### src/odcr_pkg.sv
// Package for the command register bank: codes, field positions, reset values
`default_nettype none
package odcr_pkg;
  // ==========================================================================
  // Command codes (upper byte of the command word)
  localparam logic [7:0] CMD_CLK_DIV     = 8'h00;
  localparam logic [7:0] CMD_BRIGHT_A    = 8'h01;
  localparam logic [7:0] CMD_BRIGHT_B    = 8'h02;
  localparam logic [7:0] CMD_BOOST_CTRL  = 8'h03;
  localparam logic [7:0] CMD_BOOST_OFS   = 8'h06;
  localparam logic [7:0] CMD_DISP_CTRL   = 8'h10;
  // ==========================================================================
  // Field positions within the data byte
  localparam int DIV_LSB      = 0;
  localparam int DIV_W        = 3;
  localparam int ADJ_LSB      = 0;
  localparam int ADJ_W        = 7;
  localparam int ADJ_SEL_BIT  = 7;
  localparam int BOOST_EN_BIT = 0;
  localparam int LOOP_REF_BIT = 1;
  localparam int FREQ_LSB     = 2;
  localparam int FREQ_W       = 2;
  localparam int OFS_LSB      = 0;
  localparam int OFS_W        = 3;
  localparam int PANEL_ON_BIT = 0;
  localparam int ALL_LIT_BIT  = 1;
  localparam int REVERSAL_BIT = 2;
  // ==========================================================================
  // Reset values
  localparam logic [2:0] DIV_RST  = 3'h0;
  localparam logic [6:0] ADJ_RST  = 7'h00;
  localparam logic [1:0] FREQ_RST = 2'h0;
  localparam logic [2:0] OFS_RST  = 3'h0;
  localparam logic [6:0] DIV_CNT_RST = 7'h00;
endpackage
`default_nettype wire

### src/odcr_regs.sv
// Write-only command register bank with clock divider and display pixel path
//
// Notes on behaviour
// Divide system clock by two to code power
// Hold seven-bit first adjust value, reset zero
// First select bit: zero fuse, one register
// Second adjust value and select, same behaviour
// Boost enable bit resets zero, one enables
// Loop reference: zero feedback, one bandgap
// Two-bit boost frequency code, default zero
// Three-bit boost offset code, default zero
// Panel off: outputs grounded, scanning stopped
// Panel off never forces boost converter off
// All-lit forces pixels on while panel on
// Reversal inverts display data on readout
// Command word: code high byte, data low
// Write-only; unknown codes change nothing
`timescale 1ns/10ps
`default_nettype none
module odcr_regs (
  // Clock and reset
  input  wire logic       CLK,
  input  wire logic       RST_N,
  // Command word from the host port
  input  wire logic       CMD_VALID,
  input  wire logic [15:0] CMD_WORD,
  // Brightness fused values
  input  wire logic [6:0] FUSE_ADJ_FIRST,
  input  wire logic [6:0] FUSE_ADJ_SECOND,
  // Display data read from RAM
  input  wire logic       RAM_PIXEL,
  // Divided system clock tick
  output logic            SCLK_TICK,
  // Brightness converter inputs
  output logic [6:0]      ADJ_FIRST_CODE,
  output logic [6:0]      ADJ_SECOND_CODE,
  // Step-up converter controls
  output logic            BOOST_ENABLE,
  output logic            LOOP_REFERENCE_SEL,
  output logic [1:0]      BOOST_FREQUENCY_SEL,
  output logic [2:0]      OFFSET_VOLTAGE_CODE,
  // Panel drive
  output logic            SCAN_ENABLE,
  output logic            PIXEL_DRIVE
);

  logic [7:0] cmd_code;
  logic [7:0] cmd_data;
  logic [2:0] div_code_r;
  logic [6:0] adj_first_r;
  logic [6:0] adj_second_r;
  logic       sel_first_r;
  logic       sel_second_r;
  logic       boost_en_r;
  logic       loop_ref_r;
  logic [1:0] freq_r;
  logic [2:0] ofs_r;
  logic       panel_on_r;
  logic       all_lit_r;
  logic       reversal_r;
  logic [6:0] div_cnt_r;
  logic [6:0] div_cnt_nxt;
  logic [6:0] div_mask;

  // ==========================================================================
  // Command decode
  // No read path exists; the bank is write-only by construction
  // Split the word into code and data
  assign cmd_code = CMD_WORD[15:8];
  assign cmd_data = CMD_WORD[7:0];

  // Strobe for one code; any other code falls through and writes nothing
  // Valid and code are both required, so an idle bus holding a stale word
  // cannot rewrite a register
  function automatic logic hit(input logic v, input logic [7:0] c, input logic [7:0] k);
    hit = v && (c == k);
  endfunction

  // Source pick for one brightness converter; both channels share it so
  // the fused/register priority cannot drift between them
  function automatic logic [6:0] pick_adj(input logic       s,
                                          input logic [6:0] r,
                                          input logic [6:0] f);
    pick_adj = s ? r : f;
  endfunction

  // ==========================================================================
  // Registers
  // Each register keeps its value until the same code is written again;
  // fixed-zero data bits are dropped rather than checked, so a host that
  // sets them by mistake still lands the defined fields
  // Clock divider code
  always_ff @(posedge CLK or negedge RST_N) begin
    if (!RST_N) begin
      div_code_r <= odcr_pkg::DIV_RST;
    end else if (hit(CMD_VALID, cmd_code, odcr_pkg::CMD_CLK_DIV)) begin
      div_code_r <= cmd_data[odcr_pkg::DIV_LSB +: odcr_pkg::DIV_W];
    end
  end

  // First brightness adjustment
  always_ff @(posedge CLK or negedge RST_N) begin
    if (!RST_N) begin
      adj_first_r <= odcr_pkg::ADJ_RST;
      sel_first_r <= 1'b0;
    end else if (hit(CMD_VALID, cmd_code, odcr_pkg::CMD_BRIGHT_A)) begin
      adj_first_r <= cmd_data[odcr_pkg::ADJ_LSB +: odcr_pkg::ADJ_W];
      sel_first_r <= cmd_data[odcr_pkg::ADJ_SEL_BIT];
    end
  end

  // Second brightness adjustment
  always_ff @(posedge CLK or negedge RST_N) begin
    if (!RST_N) begin
      adj_second_r <= odcr_pkg::ADJ_RST;
      sel_second_r <= 1'b0;
    end else if (hit(CMD_VALID, cmd_code, odcr_pkg::CMD_BRIGHT_B)) begin
      adj_second_r <= cmd_data[odcr_pkg::ADJ_LSB +: odcr_pkg::ADJ_W];
      sel_second_r <= cmd_data[odcr_pkg::ADJ_SEL_BIT];
    end
  end

  // Step-up converter control
  // Enable, reference and frequency arrive in one word and change together
  always_ff @(posedge CLK or negedge RST_N) begin
    if (!RST_N) begin
      boost_en_r <= 1'b0;
      loop_ref_r <= 1'b0;
      freq_r     <= odcr_pkg::FREQ_RST;
    end else if (hit(CMD_VALID, cmd_code, odcr_pkg::CMD_BOOST_CTRL)) begin
      boost_en_r <= cmd_data[odcr_pkg::BOOST_EN_BIT];
      loop_ref_r <= cmd_data[odcr_pkg::LOOP_REF_BIT];
      freq_r     <= cmd_data[odcr_pkg::FREQ_LSB +: odcr_pkg::FREQ_W];
    end
  end

  // Boost offset code
  always_ff @(posedge CLK or negedge RST_N) begin
    if (!RST_N) begin
      ofs_r <= odcr_pkg::OFS_RST;
    end else if (hit(CMD_VALID, cmd_code, odcr_pkg::CMD_BOOST_OFS)) begin
      ofs_r <= cmd_data[odcr_pkg::OFS_LSB +: odcr_pkg::OFS_W];
    end
  end

  // Display control
  // Panel off grounds the drive but leaves the converter untouched
  always_ff @(posedge CLK or negedge RST_N) begin
    if (!RST_N) begin
      panel_on_r <= 1'b0;
      all_lit_r  <= 1'b0;
      reversal_r <= 1'b0;
    end else if (hit(CMD_VALID, cmd_code, odcr_pkg::CMD_DISP_CTRL)) begin
      panel_on_r <= cmd_data[odcr_pkg::PANEL_ON_BIT];
      all_lit_r  <= cmd_data[odcr_pkg::ALL_LIT_BIT];
      reversal_r <= cmd_data[odcr_pkg::REVERSAL_BIT];
    end
  end

  // ==========================================================================
  // Clock divider
  // Free counter; the tick fires when the low code bits are all zero,
  // so a ratio change takes effect without restarting the count
  // Limitation: the first tick after a ratio change may come early, since
  // the count is not cleared; a user needing a clean phase must reset the
  // block before choosing the ratio
  assign div_mask    = 7'((8'h01 << div_code_r) - 8'h01);
  assign div_cnt_nxt = div_cnt_r + 7'h01;

  always_ff @(posedge CLK or negedge RST_N) begin
    if (!RST_N) begin
      div_cnt_r <= odcr_pkg::DIV_CNT_RST;
      SCLK_TICK <= 1'b0;
    end else begin
      div_cnt_r <= div_cnt_nxt;
      SCLK_TICK <= ((div_cnt_nxt & div_mask) == 7'h00);
    end
  end

  // ==========================================================================
  // Registered outputs
  // One register stage on every output keeps the pins glitch-free, at the
  // cost of one cycle of latency after the command edge
  // Converter inputs and controls; boost enable ignores panel state
  always_ff @(posedge CLK or negedge RST_N) begin
    if (!RST_N) begin
      ADJ_FIRST_CODE      <= odcr_pkg::ADJ_RST;
      ADJ_SECOND_CODE     <= odcr_pkg::ADJ_RST;
      BOOST_ENABLE        <= 1'b0;
      LOOP_REFERENCE_SEL  <= 1'b0;
      BOOST_FREQUENCY_SEL <= odcr_pkg::FREQ_RST;
      OFFSET_VOLTAGE_CODE <= odcr_pkg::OFS_RST;
    end else begin
      ADJ_FIRST_CODE      <= pick_adj(sel_first_r, adj_first_r, FUSE_ADJ_FIRST);
      ADJ_SECOND_CODE     <= pick_adj(sel_second_r, adj_second_r, FUSE_ADJ_SECOND);
      BOOST_ENABLE        <= boost_en_r;
      LOOP_REFERENCE_SEL  <= loop_ref_r;
      BOOST_FREQUENCY_SEL <= freq_r;
      OFFSET_VOLTAGE_CODE <= ofs_r;
    end
  end

  // Pixel path: off forces ground level, all-lit beats RAM, reversal inverts
  // Scan enable and pixel drive share one process so they never disagree
  // about the panel state, not even for one cycle
  always_ff @(posedge CLK or negedge RST_N) begin
    if (!RST_N) begin
      SCAN_ENABLE <= 1'b0;
      PIXEL_DRIVE <= 1'b0;
    end else begin
      SCAN_ENABLE <= panel_on_r;
      if (!panel_on_r) begin
        PIXEL_DRIVE <= 1'b0;
      end else if (all_lit_r) begin
        PIXEL_DRIVE <= 1'b1;
      end else begin
        PIXEL_DRIVE <= RAM_PIXEL ^ reversal_r;
      end
    end
  end

endmodule
`default_nettype wire

### config.mk
export PLATFORM = sky130hd
export DESIGN_NAME = odcr_regs
export DESIGN_NICKNAME = d
export VERILOG_FILES = /design/src/odcr_pkg.sv /design/src/odcr_regs.sv
export SDC_FILE = /design/constraint.sdc
export NUM_CORES = 1
export LEC_CHECK = 0
export BUFFER_PORTS_ARGS = -buffer_cell sky130_fd_sc_hd__clkbuf_2
export CAP_MARGIN = 20
export CORE_UTILIZATION = 40
export DETAILED_ROUTE_END_ITERATION = 8
export GPL_ROUTABILITY_DRIVEN = 0
export PLACE_DENSITY = 0.75
export SETUP_SLACK_MARGIN = 0.3
export SLEW_MARGIN = 5
export SYNTH_ARGS = -nofsm -noshare
export SYNTH_HDL_FRONTEND = slang
export SYNTH_SLANG_ARGS = --single-unit
### constraint.sdc
create_clock -name CLK -period 1.6 [get_ports CLK]
set_input_delay 0.08 -clock CLK [delete_from_list [all_inputs] [get_ports CLK]]
set_output_delay 0.08 -clock CLK [all_outputs]
set_load 0.005 [all_outputs]
Yosys cells after proc, flatten, opt, wreduce, memory -nomap -nowiden
Index checks and enable logic that the tools add are counted.
{"block": "op_classes", "shifts": 1, "muxes": 4, "n_addsub": 2, "bitwise": 2, "n_reduce_logical": 8, "n_eq_ne": 5}
{"cell": "equality test 8 x 2 -> 1 bit (second input constant)", "n": 2}
{"cell": "2-to-1 mux 7 bit", "n": 2}
{"cell": "equality test 8 x 1 -> 1 bit (second input constant)", "n": 1}
{"cell": "equality test 8 x 3 -> 1 bit (second input constant)", "n": 1}
{"cell": "equality test 8 x 5 -> 1 bit (second input constant)", "n": 1}
{"cell": "logical NOT 8 bit", "n": 1}
{"cell": "adder 7 x 1 -> 7 bit (second input constant)", "n": 1}
{"cell": "AND 7 bit", "n": 1}
{"cell": "logical NOT 7 bit", "n": 1}
{"cell": "left shift 1 x 3 -> 7 bit (first input constant)", "n": 1}
{"cell": "subtractor 7 x 1 -> 7 bit (second input constant)", "n": 1}
{"cell": "logical AND 1 bit", "n": 6}
{"cell": "2-to-1 mux 1 bit", "n": 2}
{"cell": "bitwise XOR 1 bit", "n": 1}
{"block": "totals", "register_bits": 60, "output_inout_bits": 24, "wordCells": 44, "in_bits": 34}

Logic depth before layout (Yosys ltp)
Gate-level depths: netlist of run 1.
{"block": "depth", "depth_word": 4, "mapped_depth": 6, "mapped_depth_nobuf": 5}

Worst setup path after synthesis of run 1
Ideal clock, no wire load.
{"block": "synth_path", "kind": "register -> register", "from": "register div_cnt_r[0]", "to": "register SCLK_TICK", "t_required_ps": 1506, "setup_ps": 94, "setup_slack_ps": -86, "t_arrival_ps": 1592, "path_stages_with_launch": 7, "synth_period_minus_slack_ps": 1686, "path_buffers": 1, "path_cell_list": "dfrtp_1 ha_1 and3_1 buf_6 nor2b_1 o311a_1 a211oi_1"}
{"block": "synth_via", "elab_chain_len": 3}
{"item": "start, declared", "line": "odcr_regs.sv:61", "source": "logic [6:0] div_cnt_r;"}
{"item": "start signal, assigned", "line": "odcr_regs.sv:172", "source": "div_cnt_r <= odcr_pkg::DIV_CNT_RST;"}
{"item": "start signal, assigned", "line": "odcr_regs.sv:175", "source": "div_cnt_r <= div_cnt_nxt;"}
{"item": "adder 7 x 1 -> 7 bit", "line": "odcr_regs.sv:168", "source": "assign div_cnt_nxt = div_cnt_r + 7'h01;"}
{"item": "AND 7 bit", "line": "odcr_regs.sv:176", "source": "SCLK_TICK <= ((div_cnt_nxt & div_mask) == 7'h00);"}
{"item": "logical NOT 7 bit", "line": "odcr_regs.sv:176"}
{"item": "end signal, assigned", "line": "odcr_regs.sv:176"}
{"item": "end, declared", "line": "odcr_regs.sv:33", "source": "output logic SCLK_TICK,"}
Every way passes these cells.
A chain may end at the register's enable or synchronous reset.

Final worst setup path of run 1
{"block": "layout_path", "from": "register div_cnt_r[1]", "to": "register SCLK_TICK"}
The elaborated chain is that of the path after synthesis.

==> results of run 1 <==
==> layout by cell type, fill, tap and decap left out, types with 2 or more instances in the layout <==
master	Yosys	routed
nand2_1	3	3
nor2b_1	2	2
mux2_4	4	4
nand4b_1	2	2
dfrtp_1	60	60
dlygate4sd3_1	0	15
a21oi_1	3	3
xnor2_1	2	2
buf_4	0	3
and3_4	0	2
bufinv_16	0	2
clkinv_2	0	2
clkbuf_8	0	12
nand3_1	2	2
mux2_2	39	39
xor2_1	4	4
nor2_1	3	3
clkbuf_2	0	57
inv_1	2	2
==> through the flow <==
step                       util  hold slack (ns)  setup TNS (ns)  std cells  setup WS (ns)
after CTS                 0.562          0.00110               0        311         0.0683
final                     0.563           0.0101               0        312         0.0822
after detailed placement  0.493            0.123               0        280         0.0803
after global placement    0.493            0.110               0        280          0.112
after global routing      0.563        0.0000356         -0.0150        312        -0.0150
after floorplan               -           -0.216               0        154         0.0691
==> worst max-delay path: cells and delay by family (launching register included) <==
kind                     cells  cell delay, ns
flip-flops                   1            0.38
adder cells (fa/ha/maj)      1            0.21
AND/OR/NAND/NOR              1            0.30
AO/OA/AOI/OAI                3            0.54
==> layout make-up <==
cell class / instances / area, sq um / area share
clock buffer: 12 / 165 / 0.0523
clock inverter: 4 / 70.1 / 0.0222
inverter: 2 / 7.51 / 0.00238
multi-input combinational: 86 / 845 / 0.268
sequential: 60 / 1500 / 0.476
tap: 72 / 90.1 / 0.0285
timing repair buffer: 76 / 478 / 0.151
==> state kept, by name, indices dropped and copies added (netlist names), 2 cells and up <==
register             cells
ADJ_FIRST_CODE           7
ADJ_SECOND_CODE          7
BOOST_FREQUENCY_SEL      2
OFFSET_VOLTAGE_CODE      3
adj_first_r              7
adj_second_r             7
div_cnt_r                7
div_code_r               3
freq_r                   2
ofs_r                    3
==> where the power goes <==
part	internal [uW]	switching, uW	leakage (uW)
Sequential	1580	36.0	0.000780
Clock	999	553	0.000122
Combinational	140	96.8	0.000694
Total	2720	686	0.00160
==> layer usage <==
layer / vias up / routed length, um / global-route usage
met5: - / 0 / 0
met4: 0 / 92 / 0.0945
met3: 7 / 120 / 0.0345
met2: 30 / 2270 / 0.250
met1: 739 / 1970 / 0.206
li1: 710 / - / -
==> kinds of logic after synthesis <==
| logic type | after synthesis | share of synthesized area |
|---|---|---|
| flops | 60 | 0.633 |
| mux | 43 | 0.211 |
| simple gates | 24 | 0.0734 |
| compound gates | 12 | 0.0359 |
| buf+inv | 8 | 0.0195 |
| xor+xnor | 6 | 0.0222 |
| fa+ha+maj | 1 | 0.00528 |
==> synthesized netlist by cell type (2+ instances only) <==
| master | n | area (sq um) |
|---|---|---|
| nor2b_1 | 2 | 12.5 |
| nand3_1 | 2 | 10.0 |
| a21oi_1 | 3 | 15.0 |
| inv_1 | 2 | 7.51 |
| mux2_2 | 39 | 439 |
| nor2_1 | 3 | 11.3 |
| xor2_1 | 4 | 35.0 |
| xnor2_1 | 2 | 17.5 |
| clkbuf_1 | 3 | 11.3 |
| nand2_1 | 3 | 11.3 |
| buf_6 | 2 | 22.5 |
| dfrtp_1 | 60 | 1500 |
| mux2_4 | 4 | 60.1 |
| and3_1 | 3 | 18.8 |
| nand4b_1 | 2 | 17.5 |
==> timing repair <==
action / 4_1_cts / 5_1_grt
buffers inserted: 0 / 1
hold endpoints to repair: 74 / 0
endpoints found under the setup margin: 1 / 1
hold buffers: 15 / 0
pin swaps: 0 / 2
==> path summary, 6_finish.rpt <==
path | start | endpoint | slack, ns
max in group asynchronous | RST_N | ADJ_FIRST_CODE[2]$_DFF_PN0_ | 1.03
worst min register to register | ofs_r[2]$_DFFE_PN0P_ | OFFSET_VOLTAGE_CODE[2]$_DFF_PN0_ | 0.37
min in group asynchronous | RST_N | ofs_r[0]$_DFFE_PN0P_ | 0.30
worst max-delay path | div_cnt_r[1]$_DFF_PN0_ | SCLK_TICK$_DFF_PN0_ | 0.08
worst min-delay path | CMD_WORD[5] | adj_second_r[5]$_DFFE_PN0P_ | 0.01
worst max register to register | div_cnt_r[1]$_DFF_PN0_ | SCLK_TICK$_DFF_PN0_ | 0.08
==> run_results.csv, run 1 <==
group,metric,value,unit
clocking,cts_resized,0,
routing,drc,0,
cells_and_area,final_area,0.00316,sq mm
floorplanning,ios,58,
hold_path,hold_path.class,"in2reg",
routing,dr.pass1.iters,4,
place,place_area,0.00276,sq mm
setup_path,arrival,1.75,ns
floorplanning,start_util,0.423,
floorplanning,die_h,79.0,um
timing,fmax,659,MHz
setup_path,reg2reg_depth,5,
timing,worst_slew_pin_slew,0.323,ns
clocking,cts_buffers,9,
yosys,netlist_area,0.00237,sq mm
timing,max_slew_margin,0.784,
timing,finalHoldViolations,0,
clocking,path_clk_slew,0.07,ns
yosys,syn-num-nets,189,
global_route,grt_antenna_before_repair,0,
clocking,ctsHtreeMaxLevel,3,
cells_and_area,nFillCells,506,
cells_and_area,layout-drive-gt1-share,0.529,
clocking,clk_latency,0.32,ns
cells_and_area,area_growth,33.1,%
yosys,synthCells,154,
power,p_total,3410,uW
routing,antenna_left,0,
setup_path,crit_slowest_cell,"dfrtp_1",
clocking,cts_tree,"built",
timing,rsz0062_at_grt,"yes",
setup_path,cpPeakStageDelay,0.38,ns
timing,min_period,1.52,ns
yosys,synth_cell_types,35,
floorplanning,die_w,79.0,um
place,portBuffers,57,
setup_path,cp-start-kind,"flip-flop",
setup_path,worstPathRequired,1.83,ns
setup_path,critPathCaptureType,"flip-flop",
global_route,grt_pass1_vias,1534,
routing,vias,1486,
routing,wl_per_cell,14.3,um
run_status,outcome,"finished clean",
power,cellPowerDensity,1080,mW/mm^2
yosys,synthFlopType,"dfrtp_1",
routing,drt_wl_total,4460,um
setup_path,crit_type,"reg2reg",
hold_path,whs_path_depth,2,
timing,final.period_utilization,0.949,
yosys,async_reset_ff_frac,1.00,
timing,drv_slew,0,
global_route,grt_usage,0.161,
power,ir_drop,0.000511,V
yosys,yosysWarnings,0,
yosys,seq_area_frac_synth,0.633,
power,p_leak,0.00160,uW
clocking,cts_root_buffer,"clkbuf_8",
yosys,synth.avg_cell_area,15.4,sq um
floorplanning,row_count,27,
global_route,grt_pass1_wl,7360,um
job,drv_cap,0,
floorplanning,core,0.00561,sq mm
routing,drtIter0Drc,64,
cells_and_area,nets,270,
global_route,grt_max_degree,61,
timing,fin_skew,0.00487,ns
clocking,cts_sinks,60,
yosys,ys_ff_latch,60,
timing,setup_viol,0,
setup_path,path_cells,"ha_2 -> or3_1 -> a311oi_1 -> o21ai_1 -> a211oi_1",
setup_path,cp_max_fo,4,
place,dpl.hpwl,3070,um
clocking,cts.path.max_buffers,2,
global_route,gr-total-overflow,0,
cells_and_area,antenna_cells,0,
yosys,synth_edf_count,0,
floorplanning,die_area,0.00624,sq mm
routing,via_per_inst,4.76,
Note: power is estimated with default switching activity, not from simulation.
==> run 2, diff against run 1 <==
CORE_MARGIN = 3   (was default)
GPL_TIMING_DRIVEN = 0   (was default)
==> run_results.csv, run 2 (same netlist as run 1, synthesis figures left out) <==
group,metric,value,unit
run_status,outcome,"finished, violations left",
run_status,violations,"negative setup slack",
setup_path,cp_max_fo,4,
clocking,ctsHtreeMaxLevel,3,
setup_path,cp-start-kind,"flip-flop",
timing,final.period_utilization,1.01,
cells_and_area,final_common_cell,"dfrtp_1",
setup_path,worst_path_dominant_cell_family,"compound AO/OA/AOI/OAI gates",
place,portBuffers,57,
routing,wl_met2,2500,um
global_route,grt_pass1_wl,8080,um
hold_path,min-delay-start,"CMD_WORD[6]",
routing,via_per_inst,4.78,
timing,worst_slew_pin_slew,0.788,ns
routing,antenna_left,0,
global_route,grt_antenna_before_repair,0,
clocking,cts_root_buffer,"clkbuf_8",
timing,postLayoutSetupSlackWorst,-0.0235,ns
cells_and_area,seq_area,0.00150,sq mm
place,place_ws,-0.134,ns
clocking,cts.path.max_buffers,2,
floorplanning,row_count,27,
power,p_leak,0.00160,uW
cells_and_area,area_growth,35.0,%
setup_path,critical_path_buf_inv_count,0,
setup_path,reg2reg_depth,5,
setup_path,arrival,1.85,ns
global_route,grt_max_degree,61,
routing,drtIter0Drc,69,
hold_path,min_to,"adj_second_r[6]$_DFFE_PN0P_",
routing,vias,1534,
floorplanning,die_area,0.00689,sq mm
setup_path,worstPathRequired,1.82,ns
hold_path,whs_path_depth,2,
cells_and_area,layout-drive-gt1-share,0.530,
setup_path,cpPeakStageDelay,0.42,ns
timing,setup_viol,1,
setup_path,crit_type,"reg2reg",
cells_and_area,antenna_cells,0,
power,cellPowerDensity,1000,mW/mm^2
routing,dr.pass1.iters,4,
place,placed_cells,283,
routing,drt_wl_total,4920,um
global_route,grt_pass1_vias,1628,
cells_and_area,multi_input_area,866,sq um
job,drv_cap,0,
floorplanning,core,0.00561,sq mm
clocking,cts_buffers,9,
routing,met3_length,159,um
global_route,gr-total-overflow,0,
clocking,cts_tree,"built",
setup_path,r2r-start,"div_cnt_r[0]$_DFF_PN0_",
setup_path,r2r_slack,-0.02,ns
hold_path,hold_path.class,"in2reg",
floorplanning,die_h,83.0,um
routing,wl_per_cell,15.3,um
setup_path,critPathCaptureType,"flip-flop",
timing,rsz0062_at_grt,"yes",
cells_and_area,nets,279,
timing,max_slew_margin,0.475,
timing,fmax,616,MHz
timing,min_period,1.62,ns
cells_and_area,nFillCells,462,
setup_path,path_cells,"ha_4 -> or3_1 -> a311oi_2 -> o21ai_1 -> a211oi_2",
power,ir_drop,0.000456,V
routing,drc,0,
clocking,path_clk_slew,0.07,ns
floorplanning,ios,58,
routing,top_layer,"met4",
cells_and_area,fin_cells,321,
floorplanning,start_util,0.423,
setup_path,crit_slowest_cell,"dfrtp_1",
global_route,grt_usage,0.150,
timing,fin_skew,0.00493,ns
clocking,clk_latency,0.32,ns
setup_path,reg2reg_to,"SCLK_TICK$_DFF_PN0_",
timing,drv_slew,0,
place,dpl.hpwl,3200,um
routing,met1_length,2160,um
clocking,cts_sinks,60,
cells_and_area,layout_common_cells,"dfrtp_1 (60), clkbuf_2 (56), mux2_2 (39), dlygate4sd3_1 (18), clkbuf_8 (9)",
timing,finalHoldViolations,0,
floorplanning,die_w,83.0,um
[run 2: changes by cell type in the layout (fill, tap and decap cells not counted), moves of 2 or more]
cell | previous run | this run
dlygate4sd3_1 | 15 | 18
buf_6 | 0 | 2
clkbuf_1 | 0 | 3
clkinv_4 | 0 | 2
clkbuf_8 | 12 | 9
clkinvlp_4 | 0 | 2
[run 2: worst max path at each step]
stage	slack, ns	end	cells past startpoint	start
floorplan	0.07	SCLK_TICK$_DFF_PN0_	6	div_cnt_r[1]$_DFF_PN0_
global placement	-0.10	SCLK_TICK$_DFF_PN0_	6	div_cnt_r[0]$_DFF_PN0_
detailed placement	-0.13	SCLK_TICK$_DFF_PN0_	6	div_cnt_r[1]$_DFF_PN0_
CTS	-0.02	SCLK_TICK$_DFF_PN0_	5	div_cnt_r[0]$_DFF_PN0_
global route	-0.08	SCLK_TICK$_DFF_PN0_	5	div_cnt_r[1]$_DFF_PN0_
finish	-0.02	SCLK_TICK$_DFF_PN0_	5	div_cnt_r[0]$_DFF_PN0_
[run 2: worst register-to-register path: stages (launching register included)]
cell	delay, ns
dfrtp_1	0.42
ha_4	0.18
or3_1	0.32
a311oi_2	0.21
o21ai_1	0.13
a211oi_2	0.27
[run 2: per-stage QoR]
step | util | TNS, ns | hold slack [ns] | total power (uW) | area, sq um
after floorplan | - | 0 | -0.216 | 1720 | 2390
after global placement | 0.494 | -0.105 | 0.316 | 1850 | 2770
after detailed placement | 0.494 | -0.134 | 0.243 | 1860 | 2770
after CTS | 0.566 | -0.0176 | 0.00175 | 3240 | 3180
after global routing | 0.571 | -0.0832 | 0.0185 | 3360 | 3200
final | 0.571 | -0.0235 | 0.0351 | 3210 | 3200
[run 2: report_power, final]
group	total (uW)	internal (uW)	switching [uW]	leakage, uW
logic	251	142	109	0.000726
registers	1610	1580	28.9	0.000780
clock network	1340	726	617	0.0000958
[run 2: final cells by class]
cell class | count | share of cell area
Sequential cell | 60 | 0.469
Multi-Input combinational cell | 86 | 0.270
Timing Repair Buffer | 79 | 0.156
Clock buffer | 9 | 0.0387
Tap cell | 72 | 0.0281
Clock inverter | 7 | 0.0238
Buffer | 6 | 0.0121
Inverter | 2 | 0.00234
[run 2: repair_timing]
action	4_1_cts	5_1_grt
endpoints found under the hold margin	75	3
resized for setup	2	1
hold buffers	16	2
cloned	0	0
buffers inserted	4	0
setup endpoints to repair	2	1
pin swaps	3	3
[run 2: layer usage]
layer,vias to the layer above,global-route usage
met3,8,0.0367
li1,726,-
met5,-,0
met2,38,0.243
met4,0,0.0713
met1,762,0.188
